--- src/inc/mode_burst_pkg.sv ---
// Constants and types for the mode-register burst and DLL control block.
`default_nettype none
package mode_burst_pkg;
    localparam int unsigned ADDR_W          = 14;
    localparam int unsigned BEAT_W          = 3;
    localparam int unsigned BEATS_FULL      = 8;
    localparam int unsigned BEATS_CHOP      = 4;
    // First mode register fields.
    localparam int unsigned MRF_BL_LO       = 0;
    localparam int unsigned MRF_BL_HI       = 1;
    localparam int unsigned MRF_BT          = 3;
    localparam int unsigned MRF_DLL_RST     = 8;
    localparam int unsigned MRF_WR_LO       = 9;
    localparam int unsigned MRF_WR_HI       = 11;
    localparam int unsigned MRF_PPD         = 12;
    // Second mode register fields.
    localparam int unsigned MRS_DLL_DIS     = 0;
    localparam int unsigned MRS_DRV_A       = 1;
    localparam int unsigned MRS_RTT_A       = 2;
    localparam int unsigned MRS_DRV_B       = 5;
    localparam int unsigned MRS_RTT_B       = 6;
    localparam int unsigned MRS_WLVL        = 7;
    localparam int unsigned MRS_RTT_C       = 9;
    localparam int unsigned MRS_QOFF        = 12;
    // Third mode register write termination field.
    localparam int unsigned MRT_RTTWR_LO    = 9;
    localparam int unsigned MRT_RTTWR_HI    = 10;
    localparam int unsigned CHOP_ADDR_BIT   = 12;
    localparam int unsigned COL_HALF_BIT    = 2;
    // Burst length field encoding.
    localparam logic [1:0]  BL_FIXED8       = 2'h0;
    localparam logic [1:0]  BL_OTF         = 2'h1;
    localparam logic [1:0]  BL_FIXED4       = 2'h2;
    // Bank codes for mode register selection.
    localparam logic [2:0]  BANK_MR_FIRST   = 3'h0;
    localparam logic [2:0]  BANK_MR_SECOND  = 3'h1;
    localparam logic [2:0]  BANK_MR_THIRD   = 3'h2;
    // Fixed chop writes start internally this many clocks early.
    localparam logic [1:0]  CHOP_WR_PULL_IN = 2'h2;
    localparam logic [ADDR_W-1:0] MR_FIRST_RST  = 14'h0000;
    localparam logic [ADDR_W-1:0] MR_SECOND_RST = 14'h0000;
    localparam logic [ADDR_W-1:0] MR_THIRD_RST  = 14'h0000;
    localparam logic [BEAT_W-1:0] BEAT_LAST_CHOP = 3'h3;
    localparam logic [BEAT_W-1:0] BEAT_LAST_FULL = 3'h7;

    typedef enum logic [1:0] {
        BURST_IDLE,
        BURST_READ,
        BURST_WRITE
    } burst_state_t;
endpackage : mode_burst_pkg
`default_nettype wire

--- src/beat_order.sv ---
// Combinational column order for one beat of a read or write burst.
`timescale 1ns/1ps
`default_nettype none
module beat_order
    import mode_burst_pkg::*;
(
    input  wire logic [BEAT_W-1:0] start_col,
    input  wire logic [BEAT_W-1:0] beat,
    input  wire logic              interleave,
    input  wire logic              is_write,
    input  wire logic              chop,
    output logic      [BEAT_W-1:0] col
);
    always_comb begin
        if (is_write) begin
            if (chop) begin
                col = {start_col[COL_HALF_BIT], beat[1:0]};
            end else begin
                col = beat;
            end
        end else if (interleave) begin
            col = start_col ^ beat;
        end else begin
            // Wrap within each group of four; the upper beat bit flips the group.
            col = {start_col[2] ^ beat[2], 2'(start_col[1:0] + beat[1:0])};
        end
    end
endmodule : beat_order
`default_nettype wire

--- src/mode_burst_ctrl.sv ---
// Mode register capture, burst ordering and DLL/termination control.
// Functional notes
// - A3 picks sequential or interleaved order.
// - A0-A1 pick chop, eight-beat or on-the-fly.
// - On the fly, A12 chooses burst length.
// - Sequential reads wrap within groups of four.
// - Interleaved reads use start XOR beat.
// - Chopped reads tristate for the last four.
// - Writes ignore start bits except chop half.
// - Fixed chop writes start two clocks earlier.
// - DLL reset bit clears itself after action.
// - A9-A11 hold auto-precharge write recovery.
// - A12 chooses slow or fast power-down exit.
// - Write leveling limits allowed termination settings; A7 is not decoded here, so no setting is limited.
// - DLL off in self-refresh, on at exit.
// - A1 and A5 pick driver impedance.
// - Write termination applies without nominal termination.
// - Writes need the DLL only with write termination.
`timescale 1ns/1ps
`default_nettype none
module mode_burst_ctrl
    import mode_burst_pkg::*;
(
    input  wire logic              clk_sys,
    input  wire logic              reset,
    input  wire logic              mrs_cmd,
    input  wire logic              rd_cmd,
    input  wire logic              wr_cmd,
    input  wire logic [2:0]        bank,
    input  wire logic [ADDR_W-1:0] addr,
    input  wire logic              self_refresh,
    input  wire logic              precharge_pd,
    output logic      [BEAT_W-1:0] beat_col,
    output logic                   beat_valid,
    output logic                   beat_is_write,
    output logic                   dq_drive_n,
    output logic                   burst_interleave,
    output logic                   dll_reset_pulse,
    output logic                   dll_running,
    output logic                   dll_bit,
    output logic      [2:0]        write_recovery,
    output logic                   slow_pd_exit,
    output logic      [1:0]        drive_strength,
    output logic      [2:0]        rtt_nom_sel,
    output logic      [1:0]        rtt_wr_sel,
    output logic                   rtt_wr_active,
    output logic                   wr_needs_dll,
    output logic      [1:0]        wr_pull_in
);
    ////////////////////////////////////////////////////////////////////////
    // Mode registers.
    logic [ADDR_W-1:0] mr_first_r,  mr_first_nxt;
    logic [ADDR_W-1:0] mr_second_r, mr_second_nxt;
    logic [ADDR_W-1:0] mr_third_r,  mr_third_nxt;
    logic              dll_rst_r,   dll_rst_nxt;

    always_comb begin
        mr_first_nxt  = mr_first_r;
        mr_second_nxt = mr_second_r;
        mr_third_nxt  = mr_third_r;
        dll_rst_nxt   = 1'b0;
        // The reset request is consumed one cycle after capture.
        mr_first_nxt[MRF_DLL_RST] = 1'b0;
        if (mrs_cmd) begin
            unique case (bank)
                BANK_MR_FIRST: begin
                    mr_first_nxt = addr;
                    dll_rst_nxt  = addr[MRF_DLL_RST];
                end
                BANK_MR_SECOND: mr_second_nxt = addr;
                BANK_MR_THIRD:  mr_third_nxt  = addr;
                default: ;
            endcase
        end
    end

    always_ff @(posedge clk_sys) begin
        if (reset) begin
            mr_first_r  <= MR_FIRST_RST;
            mr_second_r <= MR_SECOND_RST;
            mr_third_r  <= MR_THIRD_RST;
            dll_rst_r   <= 1'b0;
        end else begin
            mr_first_r  <= mr_first_nxt;
            mr_second_r <= mr_second_nxt;
            mr_third_r  <= mr_third_nxt;
            dll_rst_r   <= dll_rst_nxt;
        end
    end

    ////////////////////////////////////////////////////////////////////////
    // Burst sequencer.
    burst_state_t      state_r,  state_nxt;
    logic [BEAT_W-1:0] beat_r,   beat_nxt;
    logic [BEAT_W-1:0] start_r,  start_nxt;
    logic              chop_r,   chop_nxt;
    logic              inter_r,  inter_nxt;
    logic              cmd_chop;
    logic [1:0]        bl_field;
    logic [BEAT_W-1:0] col_w;

    assign bl_field = mr_first_r[MRF_BL_HI:MRF_BL_LO];

    always_comb begin
        unique case (bl_field)
            BL_FIXED4: cmd_chop = 1'b1;
            BL_OTF:    cmd_chop = ~addr[CHOP_ADDR_BIT];
            default:   cmd_chop = 1'b0;
        endcase
    end

    always_comb begin
        state_nxt = state_r;
        beat_nxt  = beat_r;
        start_nxt = start_r;
        chop_nxt  = chop_r;
        inter_nxt = inter_r;
        unique case (state_r)
            BURST_IDLE: begin
                if (rd_cmd || wr_cmd) begin
                    state_nxt = rd_cmd ? BURST_READ : BURST_WRITE;
                    beat_nxt  = '0;
                    start_nxt = addr[BEAT_W-1:0];
                    chop_nxt  = cmd_chop;
                    inter_nxt = mr_first_r[MRF_BT];
                end
            end
            BURST_READ, BURST_WRITE: begin
                // A chopped burst still occupies all eight slots.
                beat_nxt = 3'(beat_r + 3'h1);
                if (beat_r == BEAT_LAST_FULL) begin
                    state_nxt = BURST_IDLE;
                end
            end
        endcase
    end

    always_ff @(posedge clk_sys) begin
        if (reset) begin
            state_r <= BURST_IDLE;
            beat_r  <= '0;
            start_r <= '0;
            chop_r  <= 1'b0;
            inter_r <= 1'b0;
        end else begin
            state_r <= state_nxt;
            beat_r  <= beat_nxt;
            start_r <= start_nxt;
            chop_r  <= chop_nxt;
            inter_r <= inter_nxt;
        end
    end

    beat_order u_order (
        .start_col  (start_r),
        .beat       (beat_r),
        .interleave (inter_r),
        .is_write   (state_r == BURST_WRITE),
        .chop       (chop_r),
        .col        (col_w)
    );

    ////////////////////////////////////////////////////////////////////////
    // Beat outputs and status.
    logic              active;
    logic              in_tail;
    logic              dll_on_nxt, dll_on_r;
    logic              rtt_wr_en;

    assign active  = (state_r != BURST_IDLE);
    assign in_tail = chop_r && (beat_r > BEAT_LAST_CHOP);
    assign rtt_wr_en = (mr_third_r[MRT_RTTWR_HI:MRT_RTTWR_LO] != 2'h0);

    always_comb begin
        // DLL stops in self-refresh and, in slow-exit mode, in precharge power-down.
        dll_on_nxt = ~mr_second_r[MRS_DLL_DIS] && ~self_refresh
                   && ~(precharge_pd && ~mr_first_r[MRF_PPD]);
    end

    always_ff @(posedge clk_sys) begin
        if (reset) begin
            beat_col         <= '0;
            beat_valid       <= 1'b0;
            beat_is_write    <= 1'b0;
            dq_drive_n       <= 1'b1;
            burst_interleave <= 1'b0;
            dll_reset_pulse  <= 1'b0;
            dll_on_r         <= 1'b0;
            dll_running      <= 1'b0;
            dll_bit          <= 1'b0;
            write_recovery   <= '0;
            slow_pd_exit     <= 1'b1;
            drive_strength   <= '0;
            rtt_nom_sel      <= '0;
            rtt_wr_sel       <= '0;
            rtt_wr_active    <= 1'b0;
            wr_needs_dll     <= 1'b0;
            wr_pull_in       <= '0;
        end else begin
            beat_col         <= col_w;
            // Tail slots of a chopped burst carry no data.
            beat_valid       <= active && !in_tail;
            beat_is_write    <= (state_r == BURST_WRITE);
            dq_drive_n       <= !((state_r == BURST_READ) && !in_tail);
            burst_interleave <= inter_r;
            dll_reset_pulse  <= dll_rst_r;
            dll_on_r         <= dll_on_nxt;
            dll_running      <= dll_on_r;
            dll_bit          <= mr_first_r[MRF_DLL_RST];
            write_recovery   <= mr_first_r[MRF_WR_HI:MRF_WR_LO];
            slow_pd_exit     <= ~mr_first_r[MRF_PPD];
            drive_strength   <= {mr_second_r[MRS_DRV_B], mr_second_r[MRS_DRV_A]};
            rtt_nom_sel      <= {mr_second_r[MRS_RTT_C], mr_second_r[MRS_RTT_B],
                                 mr_second_r[MRS_RTT_A]};
            rtt_wr_sel       <= mr_third_r[MRT_RTTWR_HI:MRT_RTTWR_LO];
            // Write termination during writes, independent of nominal setting.
            rtt_wr_active    <= (state_r == BURST_WRITE) && rtt_wr_en;
            wr_needs_dll     <= rtt_wr_en;
            wr_pull_in       <= (bl_field == BL_FIXED4) ? CHOP_WR_PULL_IN : 2'h0;
        end
    end
endmodule : mode_burst_ctrl
`default_nettype wire

--- config.mk ---
export PLATFORM = sky130hd
export DESIGN_NAME = mode_burst_ctrl
export DESIGN_NICKNAME = d
export VERILOG_FILES = /design/src/inc/mode_burst_pkg.sv /design/src/beat_order.sv /design/src/mode_burst_ctrl.sv
export SDC_FILE = /design/constraint.sdc
export NUM_CORES = 1
export LEC_CHECK = 0
export ABC_AREA = 1
export BUFFER_PORTS_ARGS = -buffer_cell sky130_fd_sc_hd__buf_2
export CAP_MARGIN = 20
export CORE_MARGIN = 2
export CORE_UTILIZATION = 44
export CTS_BUF_LIST = sky130_fd_sc_hd__clkbuf_4
export CTS_CLUSTER_SIZE = 8
export DETAILED_ROUTE_END_ITERATION = 8
export GPL_TIMING_DRIVEN = 0
export PLACE_DENSITY = 0.8
export SLEW_MARGIN = 0
export SYNTH_ARGS = -nofsm -noshare
export SYNTH_HDL_FRONTEND = slang
export SYNTH_SLANG_ARGS = --single-unit
--- constraint.sdc ---
create_clock -name clk_sys -period 1.3 [get_ports clk_sys]
set_clock_uncertainty 0.2 [all_clocks]
set_input_delay 0.13 -clock clk_sys [delete_from_list [all_inputs] [get_ports clk_sys]]
set_output_delay 0.13 -clock clk_sys [all_outputs]
set_load 0.05 [all_outputs]
==> run metrics, run 1 <==
largest net degree at the start of global routing 16; Max VDD drop between 0.6 and 0.7 mV; total number of vias between 1,500 and 2,000; largest family of logic cells by synthesized area simple AND/OR/NAND/NOR gates; Ant. Diodes 0; DP HPWL 2750 um; Tmin final ~1.5 ns; I/O pins 49; antenna-violating nets left 0; layout cell share with drive strength beyond 1 around a third; nets ~340; WS Path Type register to register; Ys Warns 0; clock buffer count from CTS 5; DIE HEIGHT roughly 70 um; Skew-Pair Late Insertion Delay ~0.36 ns; Post-Synthesis Cells 231; vias in the first global route about 1,500; Die Span X around 70 um; port bufs 43; commonest non-fill, non-tap cell in the layout nor2_1; number of synthesized register bits 50; H-tree levels 2; total global-route track usage approximately 17%; Final Setup Violations 7; RSZ-0062 raised after global routing true; CTS tree built; 1st-iter DRT viols 70; final hold violations 0; crit-path max FO 2; Leakage between 1 and 1.5 nW; sequential area share after synthesis a little over half; Post-Synthesis Net Count 264; initial antenna violation count 0; PnR worst setup slack -0.151 ns; total grt overflow 0; Synth cell types 24; clk slew on worst S/H paths between 0.1 and 0.15 ns; Max Slew Vio Count 0; Starting Density a little under half; P&R area growth vs syn 42.2%; Post-Syn Area 1910 sq um; post-layout util ~67%; clk buf depth 2; drt drc 0; startpoint types register; Die ar. a little under 5000 sq um; Post-Synth XOR/XNOR Area 0%; Synth Area in Compound Gates 9.74%; GPL Wtd Cong slightly below 0.9; floorplan row count 23; Pre-antenna DRT Iters 4; DR vias/cell approximately 4.8; first-pass GRT wire length 6670 um; CP Capture Type register; crit path DAT about 1.6 ns; max-cap violation count 0; most frequent cells in the layout 56 x nor2_1, 43 x dfxtp_1, 26 x inv_1; final wirelength about 4400 um; clk root buf clkbuf_4; failing checks negative setup slack; core area 4090 sq um; fmax roughly 700 MHz; Mean Syn Cell Area roughly 8.3 sq um; post-synthesis mux area share 0%; setup_tns -0.512 ns; Final period util 112%; PwrDens 1240 nW/um^2; Data required, critical path around 1.4 ns; Sink Count 50; status finished with violations; Synth Area in Adders under 10%; hold_ws 0.177 ns; Synth Area in Simple Gates 22.6%; wire per inst around 12 um; Hold WC Path Type input port to register
[cells by family (layout without fill, tap and decap cells)]
kind of cell             count (synthesis)  after routing
other                                    1              1
flip-flops                              50             50
AO/OA/AOI/OAI                           35             35
adder cells (fa/ha/maj)                  9              9
buffers and inverters                   41            120
AND/OR/NAND/NOR                         95             95
[per-stage QoR]
stage          cell area [sq um]  instances  power [mW]  setup slack, ns
2_1_floorplan               1940        231        2.14          -0.0313
3_3_place_gp                2210        324        2.27           -0.141
3_5_place_dp                2210        324        2.29           -0.168
4_1_cts                     2600        359        3.30           -0.131
5_1_grt                     2720        360        3.53           -0.192
6_report                    2720        360        3.39           -0.151
[final timing paths]
path / cells after the start / slack (ns) / to / from
max: 7 / -0.15 / state_r[0] / state_r[0]
min: 4 / 0.18 / state_r[0] / rd_cmd
max reg2reg: 7 / -0.15 / state_r[0] / state_r[0]
min reg2reg: 2 / 0.22 / dll_running / dll_on_r
[flip-flops by register name, indices dropped and copies added (netlist names), 2 cells and up]
signal,count
rtt_wr_sel,2
start_r,3
beat_col,3
mr_third_r,2
mr_first_r,7
beat_r,3
mr_second_r,6
rtt_nom_sel,3
drive_strength,2
write_recovery,3
state_r,2
[layout make-up]
cell class	instances	area [sq um]
flip-flops and latches	50	1010
repair buffers	71	552
clock buffers	6	45.0
clock inverters	2	37.5
well taps	50	62.6
plain buffers	6	50.0
inverters	35	141
fillers	315	1360
multi-input cells	140	822
[what timing repair did]
item / 4_1_cts / 5_1_grt
setup buffers: 6 / 4
endpoints found under the setup margin: 14 / 39
hold endpoints to repair: 33 / 0
gates resized for setup: 16 / 46
hold buffers: 21 / 0
pin swaps: 3 / 16
[per-layer routing]
metal,GRT usage [%],part of all wire (%),vias to the layer above
met5,0,0,-
met4,7.05,2.6,0
met3,4.62,5.8,12
met2,29.0,51,53
met1,20.4,41,802
li1,-,-,868
[cells in the mapped netlist (all sizes together)]
master,count,area (sq um)
dfxtp,50,1000
or2,1,6.26
nand4,3,25.0
clkinv,1,5.00
ha,9,113
nor4,1,6.26
o21ai,20,111
inv,34,130
nor2,58,234
a21oi,15,75.1
nor3,1,5.00
nand2,25,93.8
buf,6,42.5
conb,1,3.75
nand3b,1,7.51
nand3,5,55.1
[power by group]
| group | leakage [nW] | internal, mW | switching [mW] |
|---|---|---|---|
| sequential | 0.411 | 1.63 | 0.0565 |
| combinational | 0.808 | 0.323 | 0.464 |
| clock | 0.0419 | 0.427 | 0.482 |
[critical path, stage by stage (launching register included)]
cell     delay [ns]
dfxtp_2        0.37
inv_2          0.05
ha_4           0.28
inv_4          0.03
or2_0          0.18
nand2_1        0.09
nand2_1        0.08
a21oi_2        0.12
Note: power is estimated with default switching activity, not from simulation.
==> run 2, diff against run 1 <==
PLACE_DENSITY = 0.79   (was 0.8)
REMOVE_ABC_BUFFERS = 1   (was default)
SYNTH_HIERARCHICAL = 1   (was default)
==> run 2 against run 1 <==
The flow finishes with violations (negative hold slack, negative setup slack). Cell area up 3.1%. Die area is 8.3% higher. Worst setup slack better by 0.056 ns. Utilization decreased by 6.0 points. Total power rose by 6.5%. Largest cell class unchanged.
==> run metrics, run 2 <==
clk buf depth 2 (unchanged); Storage cell area 1020 sq um (+1.2%); H-tree levels 2 (unchanged); Ant. Diodes 0 (unchanged); number of flip-flops in the largest register 7 (unchanged); Leakage 1.30 nW (+2.8%); port bufs 44 (+2.3%); count leader, synth nor2_1; initial antenna violation count 0 (unchanged); 1st-iter DRT viols 102 (+46%); total grt overflow 0 (unchanged); Synth cell types 25 (+4.2%); Starting Density 45.0% (-1.8 points); top cell type's share of synthesized area 48.0% (-4.2 points); drt drc 0 (unchanged); first-pass GRT wire length 7380 um (+11%); hold_ws -0.0473 ns (-0.224 ns); Fill cells 381 (+21%); reg2reg end beat_col[2]; combinational fraction of design power 22.1% (-1.1 points); Largest regs mr_first_r: 7 flops, mr_second_r: 6 flops; Die ar. 5300 sq um (+8.3%); P&R area growth vs syn 34.7%; DP HPWL 2660 um (-3.2%); Sink Count 50 (unchanged); CTS tree built; setup_tns -0.197 ns (+0.316 ns); CP Capture Type register; nets 368 (+7.6%); failing checks negative hold slack, negative setup slack; dpl ws -0.140 ns (+0.0271 ns); DIE HEIGHT 72.8 um (+4.1%); Post-Place Cells 361 (+11%); final hold violations 23 (+23); EDFF count, synth 0 (unchanged); Area contributors post-synth dfxtp_1 48%, nor2_1 12%, inv_1 8.1%, nand2_1 7.7%, ha_1 5.4%; antenna-violating nets left 0 (unchanged); RR Startpoint state_r[0]; asr flop ratio synth 0% (unchanged); core area 4630 sq um (+13%); register bank with the most flops mr_first_r; Die Span X 72.8 um (+4.1%); Pre-antenna DRT Iters 4 (unchanged); Ys Warns 6 (+6); R2R cell count 7 (unchanged); Hold WC Path Type input port to register; Clock power frac 30.6% (+3.8 points); Post-Syn Area 2080 sq um (+8.8%); Tmin final 1.39 ns (-0.0563 ns); ys flop type dfxtp_1; Post-Synthesis Cells 274 (+19%); most frequent cells in the layout 65 x nor2_1, 39 x inv_1, 38 x nand2_1; number of synthesized register bits 50 (unchanged); CP Capture Point beat_col[2]; crit path DAT 1.51 ns (-0.04 ns); switching share of power 29.4% (-0.16 points); PnR worst setup slack -0.0949 ns (+0.0563 ns); max-cap violation count 0 (unchanged); setup slack, reg-to-reg -0.09 ns (+0.06 ns); floorplan row count 25 (+8.7%); largest area contributor in the netlist dfxtp_1; Data required, critical path 1.42 ns (+0.02 ns); wire per inst 11.7 um (-3.8%); post-layout util 60.6% (-6.0 points); switching power 1.06 mW (+6.0%); Max Slew Vio Count 0 (unchanged); multi-input logic area 921 sq um (+12%); Final period util 107% (-4.3 points); top post-synthesis cells by count 67 x nor2_1, 50 x dfxtp_1, 45 x inv_1; part of the power in registers 47.3% (-2.6 points); Final Instance Count excl. Fillers 390 (+8.3%); clk slew on worst S/H paths 0.14 ns (about the same); GPL Wtd Cong 0.831 (-5.4%); DR vias/cell 4.73 (-1.9%); layout cell share with drive strength beyond 1 31.8% (-0.74 points); clock buffer count from CTS 5 (unchanged); I/O pins 49 (unchanged); clk root buf clkbuf_4; fmax 717 MHz (+4.0%); total number of vias 1,844 (+6.3%); Final Setup Violations 5 (-2); final wirelength 4560 um (+4.2%); vias in the first global route 1,666 (+10%); crit-path max FO 4 (+2); total global-route track usage 18.0% (+0.92 points); RSZ-0062 raised after global routing true; commonest non-fill, non-tap cell in the layout nor2_1; PwrDens 1290 nW/um^2 (+3.4%); Mean Syn Cell Area 7.60 sq um (-8.3%); Max VDD drop 0.479 mV (-25%); Skew-Pair Late Insertion Delay 0.38 ns (+0.02 ns); hold_buf cts 26 (+24%); Power Internal 2.55 mW (+6.8%); status finished with violations; WS Path Type register to register; largest net degree at the start of global routing 27 (+11); Setup crit start state_r[0]; startpoint types register; sequential area share after synthesis 48.0% (-4.2 points)
## run 2: cell types whose count changed after synthesis, sizes merged, moves of 9 or more
cell | previous run | this run
nand2 | 25 | 45
inv | 34 | 51
nor2 | 58 | 69
nand4 | 3 | 13
o21ai | 20 | 10
a21oi | 15 | 6
## run 2: per-layer routing
| layer | track usage (%) | routed length [um] |
|---|---|---|
| met5 | 0 | 0 |
| met4 | 8.85 | 166 |
| met3 | 4.42 | 184 |
| met2 | 29.8 | 2210 |
| met1 | 21.8 | 2000 |
## run 2: cell type report
| type | instances | share of cell area, % |
|---|---|---|
| repair buffers | 65 | 17.1 |
| inverters | 51 | 7.36 |
| multi-input cells | 162 | 32.8 |
| flip-flops and latches | 50 | 36.5 |
| well taps | 54 | 2.41 |
| clock inverters | 3 | 2.45 |
| clock buffers | 5 | 1.34 |
## run 2: cells by family (layout without fill, tap and decap cells)
group                    after synthesis  count (layout)  synth area share (%)
flip-flops                            50              50                  48.0
adder cells (fa/ha/maj)                9               9                  5.41
buffers and inverters                 62             124                  13.5
AND/OR/NAND/NOR                      135             135                  28.5
XOR/XNOR                               1               1                 0.420
AO/OA/AOI/OAI                         16              16                  4.02
other                                  1               1                 0.180
## run 2: timing repair
action | CTS | global route
hold endpoints to repair | 42 | 7
pin swaps | 5 | 16
setup endpoints to repair | 19 | 40
gates resized for setup | 27 | 59
buffers inserted | 2 | 2
## run 2: through the flow
stage | power, mW | instance area, sq um
4_1_cts | 3.51 | 2750
2_1_floorplan | 2.14 | 2000
3_3_place_gp | 2.28 | 2290
6_report | 3.61 | 2810
5_1_grt | 3.77 | 2810
3_5_place_dp | 2.30 | 2290
## run 2: power groups by stage
stage                     sequential [mW]  combinational, mW  clock, mW
final                                1.71              0.796       1.11
after floorplan                      1.84              0.303          0
after global routing                 1.72              0.876       1.17
after CTS                            1.69              0.698       1.12
after global placement               1.71              0.569          0
after detailed placement             1.72              0.586          0
## run 2: worst min-delay path by stage
stage                 startpoint              to  slack [ns]  cells past startpoint
floorplan                  reset      state_r[0]     -0.0009                      1
global placement    precharge_pd        dll_on_r        0.12                      2
detailed placement  precharge_pd        dll_on_r        0.12                      2
CTS                      bank[2]  mr_second_r[0]       -0.05                      5
global route             bank[2]  mr_second_r[0]       -0.06                      5
finish                   bank[2]  mr_second_r[5]       -0.05                      5
## run 2: worst max-delay path, stage by stage (launching register included)
cell	delay [ns]
dfxtp_2	0.36
inv_4	0.07
ha_4	0.15
inv_4	0.05
o21ai_2	0.14
xor2_1	0.22
inv_1	0.06
nor2_1	0.08
